**config.mk**
```make
export PLATFORM = sky130hd
export DESIGN_NAME = vcr_bank
export DESIGN_NICKNAME = d
export VERILOG_FILES = /design/src/verilog/vcr_pkg.sv /design/src/verilog/vcr_bank.sv
export VERILOG_INCLUDE_DIRS = /design/src /design/src/verilog
export SDC_FILE = /design/constraint.sdc
export NUM_CORES = 1
export LEC_CHECK = 0
export ABC_AREA = 1
export BUFFER_PORTS_ARGS = -buffer_cell sky130_fd_sc_hd__buf_4
export CAP_MARGIN = 20
export CORE_AREA = 2 2 84 86
export CTS_BUF_LIST = sky130_fd_sc_hd__clkbuf_8 sky130_fd_sc_hd__clkbuf_16
export DETAILED_ROUTE_END_ITERATION = 8
export DIE_AREA = 0 0 86 88
export PLACE_DENSITY_LB_ADDON = 0.12
export SKIP_LAST_GASP = 1
export SLEW_MARGIN = 20
export SYNTH_ARGS = -nofsm -noshare
export SYNTH_HDL_FRONTEND = slang
export SYNTH_SLANG_ARGS = --single-unit
```
**constraint.sdc**
```tcl
create_clock -name CLK -period 1 [get_ports CLK]
set_input_delay 0.05 -clock CLK [delete_from_list [all_inputs] [get_ports CLK]]
set_output_delay 0.05 -clock CLK [all_outputs]
set_load 0.01 [all_outputs]
```
**src/verilog/vcr_regs.svh**
```systemverilog
// Register offsets, field positions and reset values for the VC resource bank.
// Assumes a byte-addressed configuration access port on the core clock.
`ifndef VCR_REGS_SVH
`define VCR_REGS_SVH
// ************************************************************
// Offsets
// ************************************************************
`define VCR_OFF_VC0_CTL      12'h214
`define VCR_OFF_VC0_STS      12'h218
`define VCR_OFF_VC1_CAP      12'h21C
// ************************************************************
// Field positions
// ************************************************************
`define VCR_CTL_LOAD_BIT     16
`define VCR_CTL_SEL_LO       17
`define VCR_CTL_SEL_HI       19
`define VCR_CTL_ID_LO        24
`define VCR_CTL_ID_HI        26
`define VCR_CTL_EN_BIT       31
`define VCR_STS_TBL_BIT      16
`define VCR_STS_NEG_BIT      17
`define VCR_CAP_ARB_LO       0
`define VCR_CAP_ARB_HI       7
`define VCR_CAP_ADV_BIT      14
`define VCR_CAP_RJS_BIT      15
`define VCR_CAP_MTS_LO       16
`define VCR_CAP_MTS_HI       22
`define VCR_CAP_OFF_LO       24
`define VCR_CAP_OFF_HI       31
// ************************************************************
// Reset values
// ************************************************************
`define VCR_RST_SEL          3'h0
`define VCR_RST_ARB_CAP      8'h01
`define VCR_RST_TBL_OFF      8'h00
`define VCR_VC0_ID           3'h0
`define VCR_VC0_EN           1'h1
`endif

```
**src/verilog/vcr_pkg.sv**
```systemverilog
// Types for the VC resource register bank.
// Assumes vcr_regs.svh supplies offsets and field positions.
package vcr_pkg;
  // ************************************************************
  // Register access request
  // ************************************************************
  typedef struct packed {
    logic        wr;    // Write strobe
    logic        rd;    // Read strobe
    logic [11:0] addr;  // Byte offset of the register
    logic [31:0] wdata; // Write data
  } vcr_req_t;
  // Table load handshake state
  typedef enum logic [1:0] {VCR_IDLE, VCR_WAIT} vcr_load_t;
endpackage : vcr_pkg

```
**src/verilog/vcr_bank.sv**
```systemverilog
// VC resource 0 control/status and VC1 capability registers of one port.
// Assumes a one-cycle config access port and an external arbiter that
// acknowledges table loads with a one-cycle done pulse.
// Functional notes
// - VC0 channel identifier reads zero, read-only
// - VC0 channel enable reads one, read-only
// - Table entry write sets table status
// - Status clears after hardware finishes table load
// - VC0 negotiation pending always reads zero
// - VC1 capability resets one, lock-writable
// - Capability may hold several scheme bits
// - Advanced switching capability reads zero
// - Reject-snoop capability reads zero
// - Max time slots reads zero
// - Table offset in 16-byte units, lock-writable
// - Table load pulses arbiter, reads zero
`timescale 1ns/1ps
`include "vcr_regs.svh"
module vcr_bank
  import vcr_pkg::*;
(
  input  wire logic        CLK,         // Core clock 50 MHz
  input  wire logic        RESET,       // Synchronous, active high
  input  wire vcr_req_t    REQ,         // Register access request
  input  wire logic        LOCK_OPEN,   // Lock condition allows LOCK_WRITABLE writes
  input  wire logic        TBL_WRITE,   // Software wrote a table entry
  input  wire logic        LOAD_DONE,   // Arbiter finished latching table
  output logic [31:0]      RDATA,       // Read data, registered
  output logic             RVALID,      // Read data valid pulse
  output logic             LOAD_REQ,    // Pulse: arbiter latches table
  output logic [2:0]       ARB_SELECT,  // Selected arbitration scheme
  output logic [7:0]       ARB_CAP,     // Advertised capability
  output logic [7:0]       TBL_OFFSET   // Table offset, 16-byte units
);
  // ************************************************************
  // Decode
  // ************************************************************
  logic wr_ctl;                         // Write to VC0 control
  logic wr_cap;                         // Write to VC1 capability
  assign wr_ctl = REQ.wr && (REQ.addr == `VCR_OFF_VC0_CTL);
  assign wr_cap = REQ.wr && (REQ.addr == `VCR_OFF_VC1_CAP) && LOCK_OPEN;

  logic [2:0] sel_q;                    // Arbitration select
  logic [7:0] cap_q;                    // Capability field
  logic [7:0] off_q;                    // Table offset field
  logic       sts_q;                    // Table status bit
  logic       load_q;                   // Load request pulse
  vcr_load_t  st_q;                     // Load handshake state
  logic       load_set;                 // Software asked for a load
  assign load_set = wr_ctl && REQ.wdata[`VCR_CTL_LOAD_BIT];

  // Select is stored as written; software keeps it legal
  always_ff @(posedge CLK) begin
    if (RESET) begin
      sel_q <= `VCR_RST_SEL;
    end else if (wr_ctl) begin
      sel_q <= REQ.wdata[`VCR_CTL_SEL_HI:`VCR_CTL_SEL_LO];
    end
  end

  // Lock-writable capability and offset fields
  always_ff @(posedge CLK) begin
    if (RESET) begin
      cap_q <= `VCR_RST_ARB_CAP;
      off_q <= `VCR_RST_TBL_OFF;
    end else if (wr_cap) begin
      // All eight bits kept, several schemes may be set
      cap_q <= REQ.wdata[`VCR_CAP_ARB_HI:`VCR_CAP_ARB_LO];
      off_q <= REQ.wdata[`VCR_CAP_OFF_HI:`VCR_CAP_OFF_LO];
    end
  end

  // ************************************************************
  // Table load handshake
  // ************************************************************
  // Load bit is a one-shot; writing zero does nothing
  always_ff @(posedge CLK) begin
    if (RESET) begin
      load_q <= 1'b0;
    end else begin
      load_q <= load_set;
    end
  end

  // Waits for the arbiter after a load request seen in idle; requests during the wait add no wait of their own
  always_ff @(posedge CLK) begin
    if (RESET) begin
      st_q <= VCR_IDLE;
    end else begin
      case (st_q)
        VCR_IDLE: begin
          if (load_q) st_q <= VCR_WAIT;
        end
        VCR_WAIT: begin
          if (LOAD_DONE) st_q <= VCR_IDLE;
        end
        default: st_q <= VCR_IDLE;
      endcase
    end
  end

  // Status: a new table write wins over completion of a load
  always_ff @(posedge CLK) begin
    if (RESET) begin
      sts_q <= 1'b0;
    end else if (TBL_WRITE) begin
      sts_q <= 1'b1;
    end else if (st_q == VCR_WAIT && LOAD_DONE) begin
      sts_q <= 1'b0;
    end
  end

  // ************************************************************
  // Read path
  // ************************************************************
  logic [31:0] rd_d;                    // Read mux
  always_comb begin
    rd_d = 32'h00000000;                // Reserved bits zero
    case (REQ.addr)
      `VCR_OFF_VC0_CTL: begin
        rd_d[`VCR_CTL_SEL_HI:`VCR_CTL_SEL_LO] = sel_q;
        rd_d[`VCR_CTL_ID_HI:`VCR_CTL_ID_LO]   = `VCR_VC0_ID;
        rd_d[`VCR_CTL_EN_BIT]                 = `VCR_VC0_EN;
        // Load bit left at zero on read
      end
      `VCR_OFF_VC0_STS: begin
        rd_d[`VCR_STS_TBL_BIT] = sts_q;
        rd_d[`VCR_STS_NEG_BIT] = 1'b0;
      end
      `VCR_OFF_VC1_CAP: begin
        rd_d[`VCR_CAP_ARB_HI:`VCR_CAP_ARB_LO] = cap_q;
        rd_d[`VCR_CAP_ADV_BIT] = 1'b0;
        rd_d[`VCR_CAP_RJS_BIT] = 1'b0;
        rd_d[`VCR_CAP_MTS_HI:`VCR_CAP_MTS_LO] = 7'h00;
        rd_d[`VCR_CAP_OFF_HI:`VCR_CAP_OFF_LO] = off_q;
      end
      default: rd_d = 32'h00000000;     // Unmapped reads zero
    endcase
  end

  // Registered read data, one cycle after the strobe
  always_ff @(posedge CLK) begin
    if (RESET) begin
      RDATA  <= 32'h00000000;
      RVALID <= 1'b0;
    end else begin
      RVALID <= REQ.rd;
      if (REQ.rd) RDATA <= rd_d;
    end
  end

  assign LOAD_REQ   = load_q;
  assign ARB_SELECT = sel_q;
  assign ARB_CAP    = cap_q;
  assign TBL_OFFSET = off_q;

  // ************************************************************
  // Checks
  // ************************************************************
  // Load request follows every load write by exactly one cycle
  a_load_pulse: assert property (
    @(posedge CLK) disable iff (RESET)
    load_set |=> LOAD_REQ)
    else $error("load request missing after load write");
  // No request without a load write, so back-to-back loads stay legal
  a_load_quiet: assert property (
    @(posedge CLK) disable iff (RESET)
    !load_set |=> !LOAD_REQ)
    else $error("load request without load write");
  a_sts_set: assert property (
    @(posedge CLK) disable iff (RESET)
    TBL_WRITE |=> sts_q)
    else $error("table write did not set status");
  a_sts_clr: assert property (
    @(posedge CLK) disable iff (RESET)
    (st_q == VCR_WAIT && LOAD_DONE && !TBL_WRITE) |=> !sts_q)
    else $error("status not cleared after load");
  a_sts_hold: assert property (
    @(posedge CLK) disable iff (RESET)
    (sts_q && !LOAD_DONE) |=> sts_q)
    else $error("status dropped before load done");
  // Fixed identifier, enable and reserved bits of the control word
  a_vc0_ctl: assert property (
    @(posedge CLK) disable iff (RESET)
    (REQ.rd && REQ.addr == `VCR_OFF_VC0_CTL) |=>
    (RDATA[31:20] == 12'h800 && RDATA[16:0] == 17'h00000))
    else $error("vc0 control fixed bits wrong");
  a_vc0_sts: assert property (
    @(posedge CLK) disable iff (RESET)
    (REQ.rd && REQ.addr == `VCR_OFF_VC0_STS) |=>
    (RDATA[31:17] == 15'h0000 && RDATA[16] == $past(sts_q) &&
     RDATA[15:0] == 16'h0000))
    else $error("vc0 status read wrong");
  a_cap_ro: assert property (
    @(posedge CLK) disable iff (RESET)
    (REQ.rd && REQ.addr == `VCR_OFF_VC1_CAP) |=>
    (RDATA[23:8] == 16'h0000))
    else $error("capability read-only bits set");
  a_cap_lock: assert property (
    @(posedge CLK) disable iff (RESET)
    (REQ.wr && !LOCK_OPEN) |=> $stable(cap_q) && $stable(off_q))
    else $error("locked field changed");
  // Open lock takes all eight capability bits and the offset as written
  a_cap_write: assert property (
    @(posedge CLK) disable iff (RESET)
    wr_cap |=>
    (cap_q == $past(REQ.wdata[`VCR_CAP_ARB_HI:`VCR_CAP_ARB_LO]) &&
     off_q == $past(REQ.wdata[`VCR_CAP_OFF_HI:`VCR_CAP_OFF_LO])))
    else $error("capability write not taken");
  a_sel_write: assert property (
    @(posedge CLK) disable iff (RESET)
    wr_ctl |=>
    (ARB_SELECT == $past(REQ.wdata[`VCR_CTL_SEL_HI:`VCR_CTL_SEL_LO])))
    else $error("select write not taken");
  a_unmapped_zero: assert property (
    @(posedge CLK) disable iff (RESET)
    (REQ.rd && REQ.addr != `VCR_OFF_VC0_CTL &&
     REQ.addr != `VCR_OFF_VC0_STS && REQ.addr != `VCR_OFF_VC1_CAP) |=>
    (RDATA == 32'h00000000))
    else $error("unmapped read not zero");
  // Read valid is a one-cycle answer to each read strobe
  a_rvalid_set: assert property (
    @(posedge CLK) disable iff (RESET)
    REQ.rd |=> RVALID)
    else $error("read valid missing");
  a_rvalid_clear: assert property (
    @(posedge CLK) disable iff (RESET)
    !REQ.rd |=> !RVALID)
    else $error("read valid without read");
  // Main scenarios: load round trip, set/clear race, lock open, stray done
  c_load: cover property (@(posedge CLK) disable iff (RESET)
    load_set ##[1:20] (st_q == VCR_WAIT && LOAD_DONE));
  c_race: cover property (@(posedge CLK) disable iff (RESET)
    TBL_WRITE && st_q == VCR_WAIT && LOAD_DONE);
  c_capwr: cover property (@(posedge CLK) disable iff (RESET) wr_cap);
  c_stray_done: cover property (@(posedge CLK) disable iff (RESET)
    LOAD_DONE && st_q == VCR_IDLE);
  c_sts_read: cover property (@(posedge CLK) disable iff (RESET)
    REQ.rd && REQ.addr == `VCR_OFF_VC0_STS && sts_q);
endmodule : vcr_bank

```
Word-level counts from Yosys, hierarchy flattened
Index checks and enable logic that the tools add are counted. Widths: inputs -> output; s select.

Word-level logic and storage cells: 34. Input port bits: 51. Register bits: 44.

Mux-type cells: 12. Reductions and logical operators: 8. Eq/ne operators: 6.

Operators by type and width (count): $eq 12x10->1 const B (3); $mux 8 (1); $mux 2 (3); $logic_and 1x1->1 (5); $mux 1 (4); $mux 4 (1); $ne 2x2->1 const B (2); $pmux 2 s2 (1); $mux 3 (1); $eq 2x1->1 const B (1); $logic_not 2->1 (1); $pmux 1 s2 (1); $reduce_and 2->1 (1); $reduce_bool 2->1 (1).

Logic depth before layout (Yosys ltp)
Gate-level depths: netlist (run 1).

Depth in word-level cells: 4. Mapped depth: 9. Mapped depth without buffers: 8.

Worst setup path before layout (run 1)
Ideal clock, no wire load.

Path kind: in2reg. Start point: input port REQ[33] (netlist name). End point: register cap_q[1], in the netlist ARB_CAP[1]. Slack: 99 ps. Data arrival time: 788 ps. Stages: 7. Path buffers: 1. Required time: 887 ps. Library setup time: 113 ps. Cells stage by stage: nor2_2 > nand3_1 > inv_1 > nand3_4 > buf_2 > nor2_1 > nor2_1.

Word-level cells in the longest chain between the ends: 3.

RTL lines: start, declared (line vcr_bank.sv:24) `input wire vcr_req_t REQ,`; $eq 12x10->1; $logic_and 1x1->1 (2 in a row) (line vcr_bank.sv:41) `` assign wr_cap = REQ.wr && (REQ.addr == `VCR_OFF_VC1_CAP) && LOCK_OPEN; ``; end signal, assigned (line vcr_bank.sv:64) `` cap_q <= `VCR_RST_ARB_CAP; ``; end signal, assigned (line vcr_bank.sv:68) `` cap_q <= REQ.wdata[`VCR_CAP_ARB_HI:`VCR_CAP_ARB_LO]; ``; end, declared (line vcr_bank.sv:44) `logic [7:0] cap_q;`.

Every way passes these cells. A chain may end at the register's enable or synchronous reset.

Worst setup path after layout (run 1)
Start point: register off_q[1], in the netlist TBL_OFFSET[1]. End point: output port TBL_OFFSET[1].

RTL lines: start, declared (line vcr_bank.sv:45) `logic [7:0] off_q;`; start signal, assigned (line vcr_bank.sv:65) `` off_q <= `VCR_RST_TBL_OFF; ``; start signal, assigned (line vcr_bank.sv:69) `` off_q <= REQ.wdata[`VCR_CAP_OFF_HI:`VCR_CAP_OFF_LO]; ``; end, declared (line vcr_bank.sv:33) `output logic [7:0] TBL_OFFSET`.

No word-level cell between the ends.

==> results of run 1 <==
-- repair_timing --
item	in CTS	in global routing
hold buffers	20	1
hold endpoints to repair	21	1
setup buffers	0	0
-- Yosys cell counts, drive strengths merged --
cell    instances  area (um^2)
conb            1         3.75
o211a           1         10.0
inv            30          113
clkbuf          3         11.3
o211ai          3         22.5
a21oi          17          119
nor2           61          254
buf            21          161
nand3           6         42.5
dfxtp          43          861
nand2          70          290
o21ai          16         80.1
-- where the power goes --
part | internal [uW] | switching, uW
clock | 722 | 562
combinational | 257 | 205
sequential | 1750 | 20.5
-- cells by family after synthesis --
kind of cell    count (synthesis)  synth area share
simple gates                  137             0.298
buf+inv                        54             0.145
compound gates                 37             0.118
flops                          43             0.437
other cells                     1           0.00191
-- layout by cell type, fill, tap and decap left out --
| cell type | synthesis | layout |
|---|---|---|
| sky130_fd_sc_hd__inv_1 | 28 | 29 |
| sky130_fd_sc_hd__o211a_1 | 1 | 1 |
| sky130_fd_sc_hd__clkbuf_8 | 0 | 5 |
| sky130_fd_sc_hd__buf_12 | 0 | 4 |
| sky130_fd_sc_hd__a21oi_1 | 8 | 8 |
| sky130_fd_sc_hd__nand3_1 | 5 | 5 |
| sky130_fd_sc_hd__conb_1 | 1 | 12 |
| sky130_fd_sc_hd__nand2_2 | 11 | 11 |
| sky130_fd_sc_hd__dfxtp_1 | 43 | 43 |
| sky130_fd_sc_hd__bufinv_16 | 0 | 1 |
| sky130_fd_sc_hd__nand3_4 | 1 | 1 |
| sky130_fd_sc_hd__inv_2 | 2 | 2 |
| sky130_fd_sc_hd__a21oi_2 | 9 | 9 |
| sky130_fd_sc_hd__nor2_2 | 4 | 4 |
| sky130_fd_sc_hd__buf_4 | 14 | 85 |
| sky130_fd_sc_hd__nor2_1 | 55 | 55 |
| sky130_fd_sc_hd__o21ai_0 | 16 | 16 |
| sky130_fd_sc_hd__o211ai_1 | 3 | 3 |
| sky130_fd_sc_hd__dlygate4sd3_1 | 0 | 21 |
| sky130_fd_sc_hd__nor2_4 | 2 | 2 |
| sky130_fd_sc_hd__nand2_1 | 59 | 59 |
-- layout make-up --
type,instances,share of cell area
clock buffer,5,0.0232
tap,80,0.0337
timing repair buffer,110,0.313
multi-input combinational,186,0.291
clock inverter,2,0.0114
sequential,43,0.290
inverter,30,0.0379
-- metrics by stage --
stage	cells	util	instance area [um^2]	total power, uW
2_1_floorplan	283	-	2010	2010
3_3_place_gp	428	0.400	2660	2210
3_5_place_dp	428	0.400	2660	2210
4_1_cts	455	0.445	2960	3570
5_1_grt	456	0.447	2970	3710
6_report	456	0.447	2970	3520
-- metal layers --
layer	vias up	GRT usage	routed length (um)
li1	1006	-	-
met5	-	0	0
met4	0	0.0505	53
met3	4	0.0320	258
met1	788	0.189	2480
met2	56	0.227	2360
-- sequential cells by signal, indices dropped and copies added, names as in the netlist --
signal / count
TBL_OFFSET: 8
ARB_CAP: 8
RDATA: 20
RVALID: 1
st_q: 1
LOAD_REQ: 1
sts_q: 1
ARB_SELECT: 3
-- worst max path at each step --
stage	startpoint	endpoint	slack (ns)	cells after the start
floorplan	REQ[33]	ARB_CAP[1]	0.1	7
global placement	REQ[43]	ARB_SELECT[0]	-0.09	7
detailed placement	REQ[43]	ARB_SELECT[0]	-0.14	7
CTS	ARB_CAP[5]	ARB_CAP[5]	0.08	1
global route	REQ[43]	ARB_SELECT[2]	0.03	7
finish	TBL_OFFSET[1]	TBL_OFFSET[1]	0.1	1
==> out/results.env, run 1 <==
STATUS='complete, no violations'
PRE_CTS_SLACK_NS=-0.136
TNS_NS=0
RSZ0062_AT_GRT='false'
SYNTHESIS.YOSYS.WARNINGS=0
GRT_MAX_DEGREE=41
MIN_DELAY_WORST_ENDPOINT='LOAD_REQ'
POSTROUTEANTENNANETS=0
CTS_RESIZED=0
CTS_SINKS=43
N_ANTENNA_CELL=0
RR_STARTPOINT='sts_q'
SETUP_VIOL=0
FINALCRITPERIODSHARE=0.903
GRT_PASS1_WL_UM=8380
GROUTE.USAGE.OVERALL=0.142
SYNTHDISTINCTLIBCELLS=22
AREA_GROWTH_SYN_TO_LAYOUT_PCT=50.8
CLOCK_TREE.BUFFER_DEPTH=2
DETAILROUTE.VIA_COUNT=1854
POST_ROUTE_CELLS_DRIVE_ABOVE_1_SHARE=0.330
R2R_SETUP_SLACK_NS=0.27
FIRST_GLOBAL_VIAS=1769
CRITPATHBUFINV=1
VDD.IR_DROP.WORST_mV=0.583
CRITICAL-PATH-TOP-DELAY-FAMILY='flip-flops'
DETAIL_ROUTE.WL_PER_CELL_UM=11.3
MULTI_INPUT_COMB_AREA_UM2=863
ACHIEVABLE_FREQ_MHz=1110
LEAKAGEPOWER_uW=0.00148
FINAL_CRITICAL_PATH_SETUP_SLACK_NS=0.0968
SEQ_AREA_UM2=861
FLOORPLAN.DIE.WIDTH_UM=86
CLOCK_TREE.ROOT_CELL='sky130_fd_sc_hd__clkbuf_8'
FP-ROW-COUNT=30
MIN-DELAY-PATH-CLASS='in -> reg'
CRIT_TYPE='reg -> out'
RR_WORST_DEPTH=4
HPWL_UM=3620
WORSTHOLDPATHCELLS=3
SEQUENTIAL_SHARE_OF_THE_SYNTHESIZED_AREA=0.437
CTS_MADE_BUFFERS=5
NFILLCELLS=678
POSTSYNTHCELLCOUNT=272
POWERDENSITY_nW_PER_UM2=1180
TIMING.CRITICAL_PATH.REQUIRED_NS=0.95
TIMING.CRITICAL_PATH.TO_TYPE='output port'
FINALMAXSLEWVIOLATIONS=0
FP.DIEAREA_UM2=7570
WORST_PATH_MAX_DELAY_CELL='sky130_fd_sc_hd__dfxtp_1'
GRT_ANTENNA_BEFORE_REPAIR=0
POST-ROUTE-DRC-COUNT=0
HOLD_WS_NS=0.0251
DIEHEIGHT_UM=88
ROUTE.FINAL.WIRE_LENGTH_UM=5150
CELLS_TRAVERSED_ALONG_THE_WORST_TIMING_PATH='buf_4'
CRIT_PATH_START_KIND='flop'
SYN-CELL-AREA_UM2=1970
SYNTH.FF_LATCH_COUNT=43
DRT_PASS1_ITERATIONS=4
PLACE.PORT_BUFFERS=79
IO_PINS=104
MAX-CAP-VIOLATIONS=0
STARTING_DENSITY_OF_THE_CORE=0.296
NET_COUNT_REPORTED_AT_FINISH=427
DRT-INITIAL-DRC-COUNT=51
HOLD_PATH.STARTPOINT='REQ[16]'
CP_DATA_ARRIVAL_TIME_NS=0.85
WORST_SKEW_PAIR.LATE_LATENCY_NS=0.29
DRT-VIAS-PER-INSTANCE=4.07
GPL_WTD_CONG=0.804
SYNTH_AREA_PER_CELL_UM2=7.24
SLOWEST_DELAY_NS=0.41
CTSHTREEMAXLEVEL=2
CLK_TRANSITION_REPORTED_PATHS_NS=0.08
FF_TO_FF_END='RDATA[16]'
FP.COREAREA_UM2=6640
FINALCRITICALPERIOD_NS=0.903
CTS_TREE='done'
TIMING.CRITICAL_PATH.FANOUT_MAX=3
CLK_SKEW_NS=0.00629
GRT_RESIDUAL_OVERFLOW=0
FINALHOLDVIOLATIONS=0
Power figures use the tool's default switching activity.
==> run 2: changes to the inputs <==
--- a/config.mk
+++ b/config.mk
@@ -14,6 +14,7 @@
 export DETAILED_ROUTE_END_ITERATION = 8
 export DIE_AREA = 0 0 86 88
 export PLACE_DENSITY_LB_ADDON = 0.12
+export SETUP_SLACK_MARGIN = 0.3
 export SKIP_LAST_GASP = 1
 export SLEW_MARGIN = 20
 export SYNTH_ARGS = -nofsm -noshare
==> run 2 against run 1 <==
Against the previous run: sequential share of layout area shrank 3.5 points; cell area grew 21%; largest cell class unchanged; global-route usage grew 1.0 points; die area is the same; highest routed layer unchanged.
==> out/results.env, run 2 (synthesis results as in run 1) <==
LEAKAGEPOWER_uW=0.00168  # +14%
SETUP_VIOL=0  # unchanged
POST-ROUTE-DRC-COUNT=0  # unchanged
AREA_GROWTH_SYN_TO_LAYOUT_PCT=82.6
MULTI_INPUT_COMB_AREA_UM2=987  # +14%
CELLS_TRAVERSED_ALONG_THE_WORST_TIMING_PATH='buf_6'
SLOWEST_DELAY_NS=0.36  # -0.05 ns
TIMING.CRITICAL_PATH.TO_TYPE='output port'
DRT_PASS1_ITERATIONS=4  # unchanged
MAX-CAP-VIOLATIONS=0  # unchanged
N_ANTENNA_CELL=0  # unchanged
DRT-VIAS-PER-INSTANCE=4.18  # +2.9%
GRT_MAX_DEGREE=33  # -20%
PLACE.PORT_BUFFERS=79  # unchanged
TIMING.CRITICAL_PATH.FANOUT_MAX=2  # -1
FINALMAXSLEWVIOLATIONS=0  # unchanged
TIMING.CRITICAL_PATH.REQUIRED_NS=0.95  # about the same
STATUS='complete, no violations'
GRT_ANTENNA_BEFORE_REPAIR=0  # unchanged
SW_FRAC_OF_TOTAL=0.254  # +0.0299
CLOCK_TREE.ROOT_CELL='sky130_fd_sc_hd__clkbuf_8'
POST_ROUTE_CELLS_DRIVE_ABOVE_1_SHARE=0.562  # +0.232
POWER.INTERNAL_uW=2540  # -7.1%
TOP_REGISTER='RDATA'
CLOCK_TREE.BUFFER_DEPTH=2  # unchanged
POWERDENSITY_nW_PER_UM2=946  # -20%
RSZ0062_AT_GRT='true'
GRT_PASS1_WL_UM=8940  # +6.7%
FP.COREAREA_UM2=6640  # unchanged
MOSTFREQUENTLAYOUTCELL='sky130_fd_sc_hd__buf_6'
MOSTFREQUENTLAYOUTCELLS='sky130_fd_sc_hd__buf_6, sky130_fd_sc_hd__buf_4, sky130_fd_sc_hd__nand2_1, sky130_fd_sc_hd__nor2_1, sky130_fd_sc_hd__dfxtp_2'
FLOORPLAN.DIE.WIDTH_UM=86  # unchanged
WORST_PATH_MAX_DELAY_CELL='sky130_fd_sc_hd__dfxtp_4'
ROUTE.FINAL.WIRE_LENGTH_UM=5740  # +11%
GPL_WTD_CONG=0.722  # -10%
POSTROUTEANTENNANETS=0  # unchanged
FP.DIEAREA_UM2=7570  # unchanged
CRIT_PATH_START_KIND='flop'
CTS_SINKS=43  # unchanged
CP_DATA_ARRIVAL_TIME_NS=0.78  # -0.07 ns
CTSHTREEMAXLEVEL=2  # unchanged
GROUTE.USAGE.OVERALL=0.152  # +0.00999
FP-ROW-COUNT=30  # unchanged
FINALHOLDVIOLATIONS=0  # unchanged
DETAIL_ROUTE.WL_PER_CELL_UM=11.9  # +5.4%
IO_PINS=104  # unchanged
LARGEST_REGISTER_FFS=20  # unchanged
NFILLCELLS=661  # -2.5%
CLK_TRANSITION_REPORTED_PATHS_NS=0.08  # about the same
NET_COUNT_REPORTED_AT_FINISH=452  # +5.9%
DRT-INITIAL-DRC-COUNT=64  # +25%
FINAL_CRITICAL_PATH_SETUP_SLACK_NS=0.174  # +0.0769 ns
SWITCHINGPOWER_uW=862  # +9.5%
GRT_RESIDUAL_OVERFLOW=0  # unchanged
SEQ_AREA_UM2=916  # +6.4%
FINALCRITPERIODSHARE=0.826  # -0.0769
STARTING_DENSITY_OF_THE_CORE=0.296  # unchanged
CTS_TREE='done'
CLOCK_SHARE_OF_POWER=0.320  # -0.045
MIN-DELAY-PATH-CLASS='in -> reg'
DETAILROUTE.VIA_COUNT=2017  # +8.8%
CRIT_TYPE='reg -> out'
CRITPATHBUFINV=1  # unchanged
HOLDBUFCOUNTCTS=21  # +5.0%
CRITICAL-PATH-TOP-DELAY-FAMILY='flip-flops'
WORST_SKEW_PAIR.LATE_LATENCY_NS=0.30  # about the same
TNS_NS=0  # unchanged
SHARE_COMB_OF_TOTAL_POWER=0.156  # +0.025
CTS_MADE_BUFFERS=5  # unchanged
DIEHEIGHT_UM=88  # unchanged
CLK_SKEW_NS=0.00175  # -0.00454 ns
HPWL_UM=3650  # +0.75%
PRE_CTS_SLACK_NS=-0.0788  # +0.0573 ns
FINALCRITICALPERIOD_NS=0.826  # -0.0769 ns
ACHIEVABLE_FREQ_MHz=1210  # +9.3%
FIRST_GLOBAL_VIAS=1846  # +4.4%
VDD.IR_DROP.WORST_mV=0.430  # -26%
SEQ_POWER_SHARE=0.525  # +0.021
## run 2: cell count changes in the layout (fill, tap and decap cells not counted), moves of 4 or more
cell,before,now
sky130_fd_sc_hd__buf_4,85,50
sky130_fd_sc_hd__nand2_1,59,46
sky130_fd_sc_hd__inv_2,2,8
sky130_fd_sc_hd__nor2_2,4,9
sky130_fd_sc_hd__nand2_2,11,20
sky130_fd_sc_hd__dfxtp_1,43,1
sky130_fd_sc_hd__nor2_4,2,7
sky130_fd_sc_hd__nand2_4,0,4
sky130_fd_sc_hd__buf_6,0,57
sky130_fd_sc_hd__dfxtp_2,0,41
sky130_fd_sc_hd__inv_1,29,21
sky130_fd_sc_hd__nor2_1,55,45
## run 2: metrics by stage
step                cell area [um^2]  power (uW)  cells  hold slack (ns)   util
floorplan                       2040        2010    283            0.119      -
global placement                2680        2220    428            0.244  0.403
detailed placement              2680        2220    428            0.244  0.403
CTS                             3440        3410    478          0.00393  0.517
global route                    3590        3580    482        -0.000518  0.541
finish                          3590        3400    482          0.00191  0.541
## run 2: area by class of cell
class	instances	area share
Inverter	30	0.0327
Tap cell	80	0.0279
Clock buffer	5	0.0192
Timing Repair Buffer	135	0.386
Multi-Input combinational cell	186	0.275
Sequential cell	43	0.255
Clock inverter	3	0.00453
## run 2: timing repair
item / in CTS / in global routing
buffers inserted: 19 / 3
endpoints found under the hold margin: 22 / 1
cloned: 2 / 1
gates resized for setup: 104 / 35
setup endpoints to repair: 65 / 81
pin swaps: 2 / 18
## run 2: path summary, 6_finish.rpt
| path | from | to | slack (ns) | cells after the start |
|---|---|---|---|---|
| worst max-delay path | ARB_CAP[5] | ARB_CAP[5] | 0.17 | 1 |
| worst max register to register | sts_q | RDATA[16] | 0.22 | 4 |
| worst min register to register | LOAD_REQ | st_q[0] | 0.50 | 1 |
| worst min-delay path | REQ[0] | ARB_CAP[0] | 0.002 | 3 |
## run 2: layer usage
| layer | wire length, um | global-route usage | part of all wire | vias to the layer above |
|---|---|---|---|---|
| li1 | - | - | - | 1068 |
| met1 | 2640 | 0.199 | 0.46 | 887 |
| met2 | 2740 | 0.249 | 0.48 | 57 |
| met3 | 282 | 0.0330 | 0.049 | 5 |
| met4 | 74 | 0.0519 | 0.013 | 0 |
| met5 | 0 | 0 | 0 | - |
## run 2: power groups by stage
stage                     Clock, uW  Sequential [uW]  Combinational (uW)
after floorplan                   0             1830                 190
after global placement            0             1810                 407
after detailed placement          0             1810                 410
after CTS                      1120             1780                 508
after global routing           1220             1790                 575
final                          1090             1780                 529
==> run 3: changes to the inputs <==
==> constraint.sdc (replaced) <==
create_clock -name CLK -period 0.8 [get_ports CLK]
set_input_delay 0.04 -clock CLK [delete_from_list [all_inputs] [get_ports CLK]]
set_output_delay 0.04 -clock CLK [all_outputs]
set_load 0.01 [all_outputs]
==> run 3 against run 2 <==
Against the previous run: the flow now finishes with violations (negative hold slack, negative setup slack); register-to-register slack lost 0.20 ns; largest cell class unchanged; combinational power up 19%; routed wire length down 3.2%; utilization rose by 0.70 points; power rose by 30%; critical endpoint is now ARB_CAP[2]; largest power group unchanged.
==> out/results.env, run 3 (synthesis results as in run 1) <==
STATUS='complete, but fails checks'
FAILED_CHECKS='negative hold slack, negative setup slack'
RR_STARTPOINT='ARB_CAP[2]'
SHARE_COMB_OF_TOTAL_POWER=0.142  # -0.014
HPWL_UM=3540  # -3.0%
HOLD_PATH.STARTPOINT='RESET'
LEAKAGEPOWER_uW=0.00177  # +5.4%
DIEHEIGHT_UM=88  # unchanged
CLK_SKEW_NS=0.00398  # +0.00224 ns
DETAIL_ROUTE.WL_PER_CELL_UM=11.8  # -1.2%
CLK_TRANSITION_REPORTED_PATHS_NS=0.09  # about the same
FP.COREAREA_UM2=6640  # unchanged
DRT-INITIAL-DRC-COUNT=31  # -52%
CELLS_TRAVERSED_ALONG_THE_WORST_TIMING_PATH='buf_6 > inv_4 > nor2_4 > nand2_4 > nor2_4 > nand3_4 > clkbuf_16 > nand2_4 > nand2_2 > nor2_1'
SEQ_POWER_SHARE=0.506  # -0.019
CTS_SINKS=43  # unchanged
POSTROUTEANTENNANETS=0  # unchanged
CTSHTREEMAXLEVEL=2  # unchanged
MIN-DELAY-PATH-CLASS='in -> reg'
CLOCK_TREE.ROOT_CELL='sky130_fd_sc_hd__clkbuf_8'
FP-ROW-COUNT=30  # unchanged
PLACE.DETAILED.INSTANCES=434  # +1.4%
CLOCK_TREE.BUFFER_DEPTH=2  # unchanged
PRE_CTS_SLACK_NS=-0.251  # -0.172 ns
GRT_PASS1_WL_UM=8800  # -1.5%
WORSTHOLDPATHCELLS=2  # -1
SWITCHINGPOWER_uW=1080  # +25%
SW_FRAC_OF_TOTAL=0.245  # -0.00847
DRT_PASS1_ITERATIONS=4  # unchanged
FINALCRITPERIODSHARE=1.02
FP.DIEAREA_UM2=7570  # unchanged
CRIT_TYPE='in -> reg'
CTS_TREE='done'
FINAL_CRITICAL_PATH_SETUP_SLACK_NS=-0.0166  # -0.190 ns
CRITPATHBUFINV=3  # +2
MOSTFREQUENTLAYOUTCELL='sky130_fd_sc_hd__buf_6'
VDD.IR_DROP.WORST_mV=0.852  # +98%
CLOCK_SHARE_OF_POWER=0.351  # +0.031
N_ANTENNA_CELL=0  # unchanged
STDCELL_COUNT=472  # -2.1%
DRT-VIAS-PER-INSTANCE=4.19  # +0.19%
TIMING.CRITICAL_PATH.REQUIRED_NS=1.03  # +0.08 ns
MAX-CAP-VIOLATIONS=0  # unchanged
POSTLAYOUTCELLAREA_UM2=3640  # +1.3%
FINALCRITICALPERIOD_NS=0.817
POST_ROUTE_CELLS_DRIVE_ABOVE_1_SHARE=0.684  # +0.121
NET_COUNT_REPORTED_AT_FINISH=442  # -2.2%
GROUTE.USAGE.OVERALL=0.147  # -0.00518
RR_WORST_DEPTH=5  # +1
MOSTFREQUENTLAYOUTCELLS='sky130_fd_sc_hd__buf_6, sky130_fd_sc_hd__buf_4, sky130_fd_sc_hd__dfxtp_2, sky130_fd_sc_hd__nor2_1, sky130_fd_sc_hd__nand2_1'
POWER.INTERNAL_uW=3320  # +31%
CRIT_PATH_START_KIND='input port'
GRT_ANTENNA_BEFORE_REPAIR=0  # unchanged
POWERDENSITY_nW_PER_UM2=1210  # +28%
CRITICAL-PATH-TOP-DELAY-FAMILY='simple AND/OR/NAND/NOR gates'
WORST_PATH_MAX_DELAY_CELL='sky130_fd_sc_hd__clkbuf_16'
FLOORPLAN.DIE.WIDTH_UM=86  # unchanged
GPL_WTD_CONG=0.714  # -1.0%
DETAILED_PLACE.AREA_UM2=2740  # +2.4%
IO_PINS=104  # unchanged
SETUP_VIOL=3  # +3
TIMING.CRITICAL_PATH.TO_TYPE='flop'
TOP_REGISTER='RDATA'
CTS_MADE_BUFFERS=5  # unchanged
ACHIEVABLE_FREQ_MHz=1220
FINALHOLDVIOLATIONS=23  # +23
DETAILROUTE.VIA_COUNT=1979  # -1.9%
POWER_uW=4400  # +30%
STARTING_DENSITY_OF_THE_CORE=0.296  # unchanged
WORST_SKEW_PAIR.LATE_LATENCY_NS=0.29  # about the same
ROUTE.FINAL.WIRE_LENGTH_UM=5550  # -3.2%
FF_TO_FF_END='ARB_CAP[2]'
GRT_MAX_DEGREE=32  # -3.0%
FINALMAXSLEWVIOLATIONS=0  # unchanged
RSZ0062_AT_GRT='true'
LARGEST_REGISTER_FFS=20  # unchanged
SLOWEST_DELAY_NS=0.22  # -0.14 ns
NFILLCELLS=637  # -3.6%
GRT_RESIDUAL_OVERFLOW=0  # unchanged
AREA_GROWTH_SYN_TO_LAYOUT_PCT=84.9
R2R_SETUP_SLACK_NS=0.02  # -0.20 ns
FIRST_GLOBAL_VIAS=1943  # +5.3%
HOLD_WS_NS=-0.0820  # -0.0839 ns
PLACE.PORT_BUFFERS=79  # unchanged
TIMING.CRITICAL_PATH.FANOUT_MAX=8  # +6
CP_DATA_ARRIVAL_TIME_NS=1.04  # +0.26 ns
TNS_NS=-0.0262  # -0.0262 ns
POST-ROUTE-DRC-COUNT=0  # unchanged
MIN_DELAY_WORST_ENDPOINT='RDATA[16]'
==> run 3: changes by cell type in the layout (fill, tap and decap cells not counted), sizes merged <==
cell         before  now
clkinv            1    0
dlygate4sd3      21    0
buf             113  123
inv              31   30
clkbuf            6    9
==> run 3: how the worst max path moves through the flow <==
stage / from / to / slack [ns] / cells after the start
6_report: REQ[41] / ARB_CAP[2] / -0.02 / 10
5_1_grt: REQ[41] / ARB_CAP[2] / -0.07 / 10
4_1_cts: ARB_CAP[5] / ARB_CAP[5] / 0.002 / 1
3_5_place_dp: REQ[39] / RDATA[28] / -0.25 / 9
3_3_place_gp: REQ[39] / RDATA[6] / -0.23 / 9
2_1_floorplan: REQ[39] / ARB_CAP[3] / -0.04 / 7
==> run 3: power by group through the flow <==
stage	logic [uW]	clock network, uW	registers, uW
after global placement	537	0	2260
after detailed placement	534	0	2260
final	627	1550	2230
after CTS	582	1620	2230
after global routing	686	1710	2240
after floorplan	237	0	2280
==> run 3: stage by stage <==
step / hold WS, ns / utilization
detailed placement: 0.231 / 0.412
CTS: -0.0966 / 0.501
finish: -0.0820 / 0.548
floorplan: 0.109 / -
global route: -0.0885 / 0.548
global placement: 0.235 / 0.412
==> run 3: cell type report <==
| class | instances | area (um^2) | area share |
|---|---|---|---|
| clock inverter | 1 | 7.51 | 0.00206 |
| clock buffer | 7 | 96.3 | 0.0265 |
| sequential | 43 | 913 | 0.251 |
| inverter | 30 | 125 | 0.0344 |
| tap | 80 | 100 | 0.0275 |
| multi-input combinational | 186 | 1100 | 0.301 |
| timing repair buffer | 125 | 1300 | 0.357 |
==> run 3: worst register-to-register path: cells and delay by family (launching register included) <==
family | cells | cell delay (ns)
buffers and inverters | 2 | 0.15
flip-flops | 1 | 0.37
AND/OR/NAND/NOR | 3 | 0.19
==> run 3: repair_timing <==
action                                  4_1_cts  5_1_grt
gates cloned                                  1        3
pin swaps                                     1       23
hold endpoints to repair                     23       23
endpoints found under the setup margin       83       83
setup buffers                                23        3
resized for setup                           105       74
==> run 3: metal layers <==
layer	global-route usage	share of wire
met1	0.191	0.44
met2	0.245	0.51
met3	0.0320	0.046
met4	0.0433	0.0079
met5	0	0
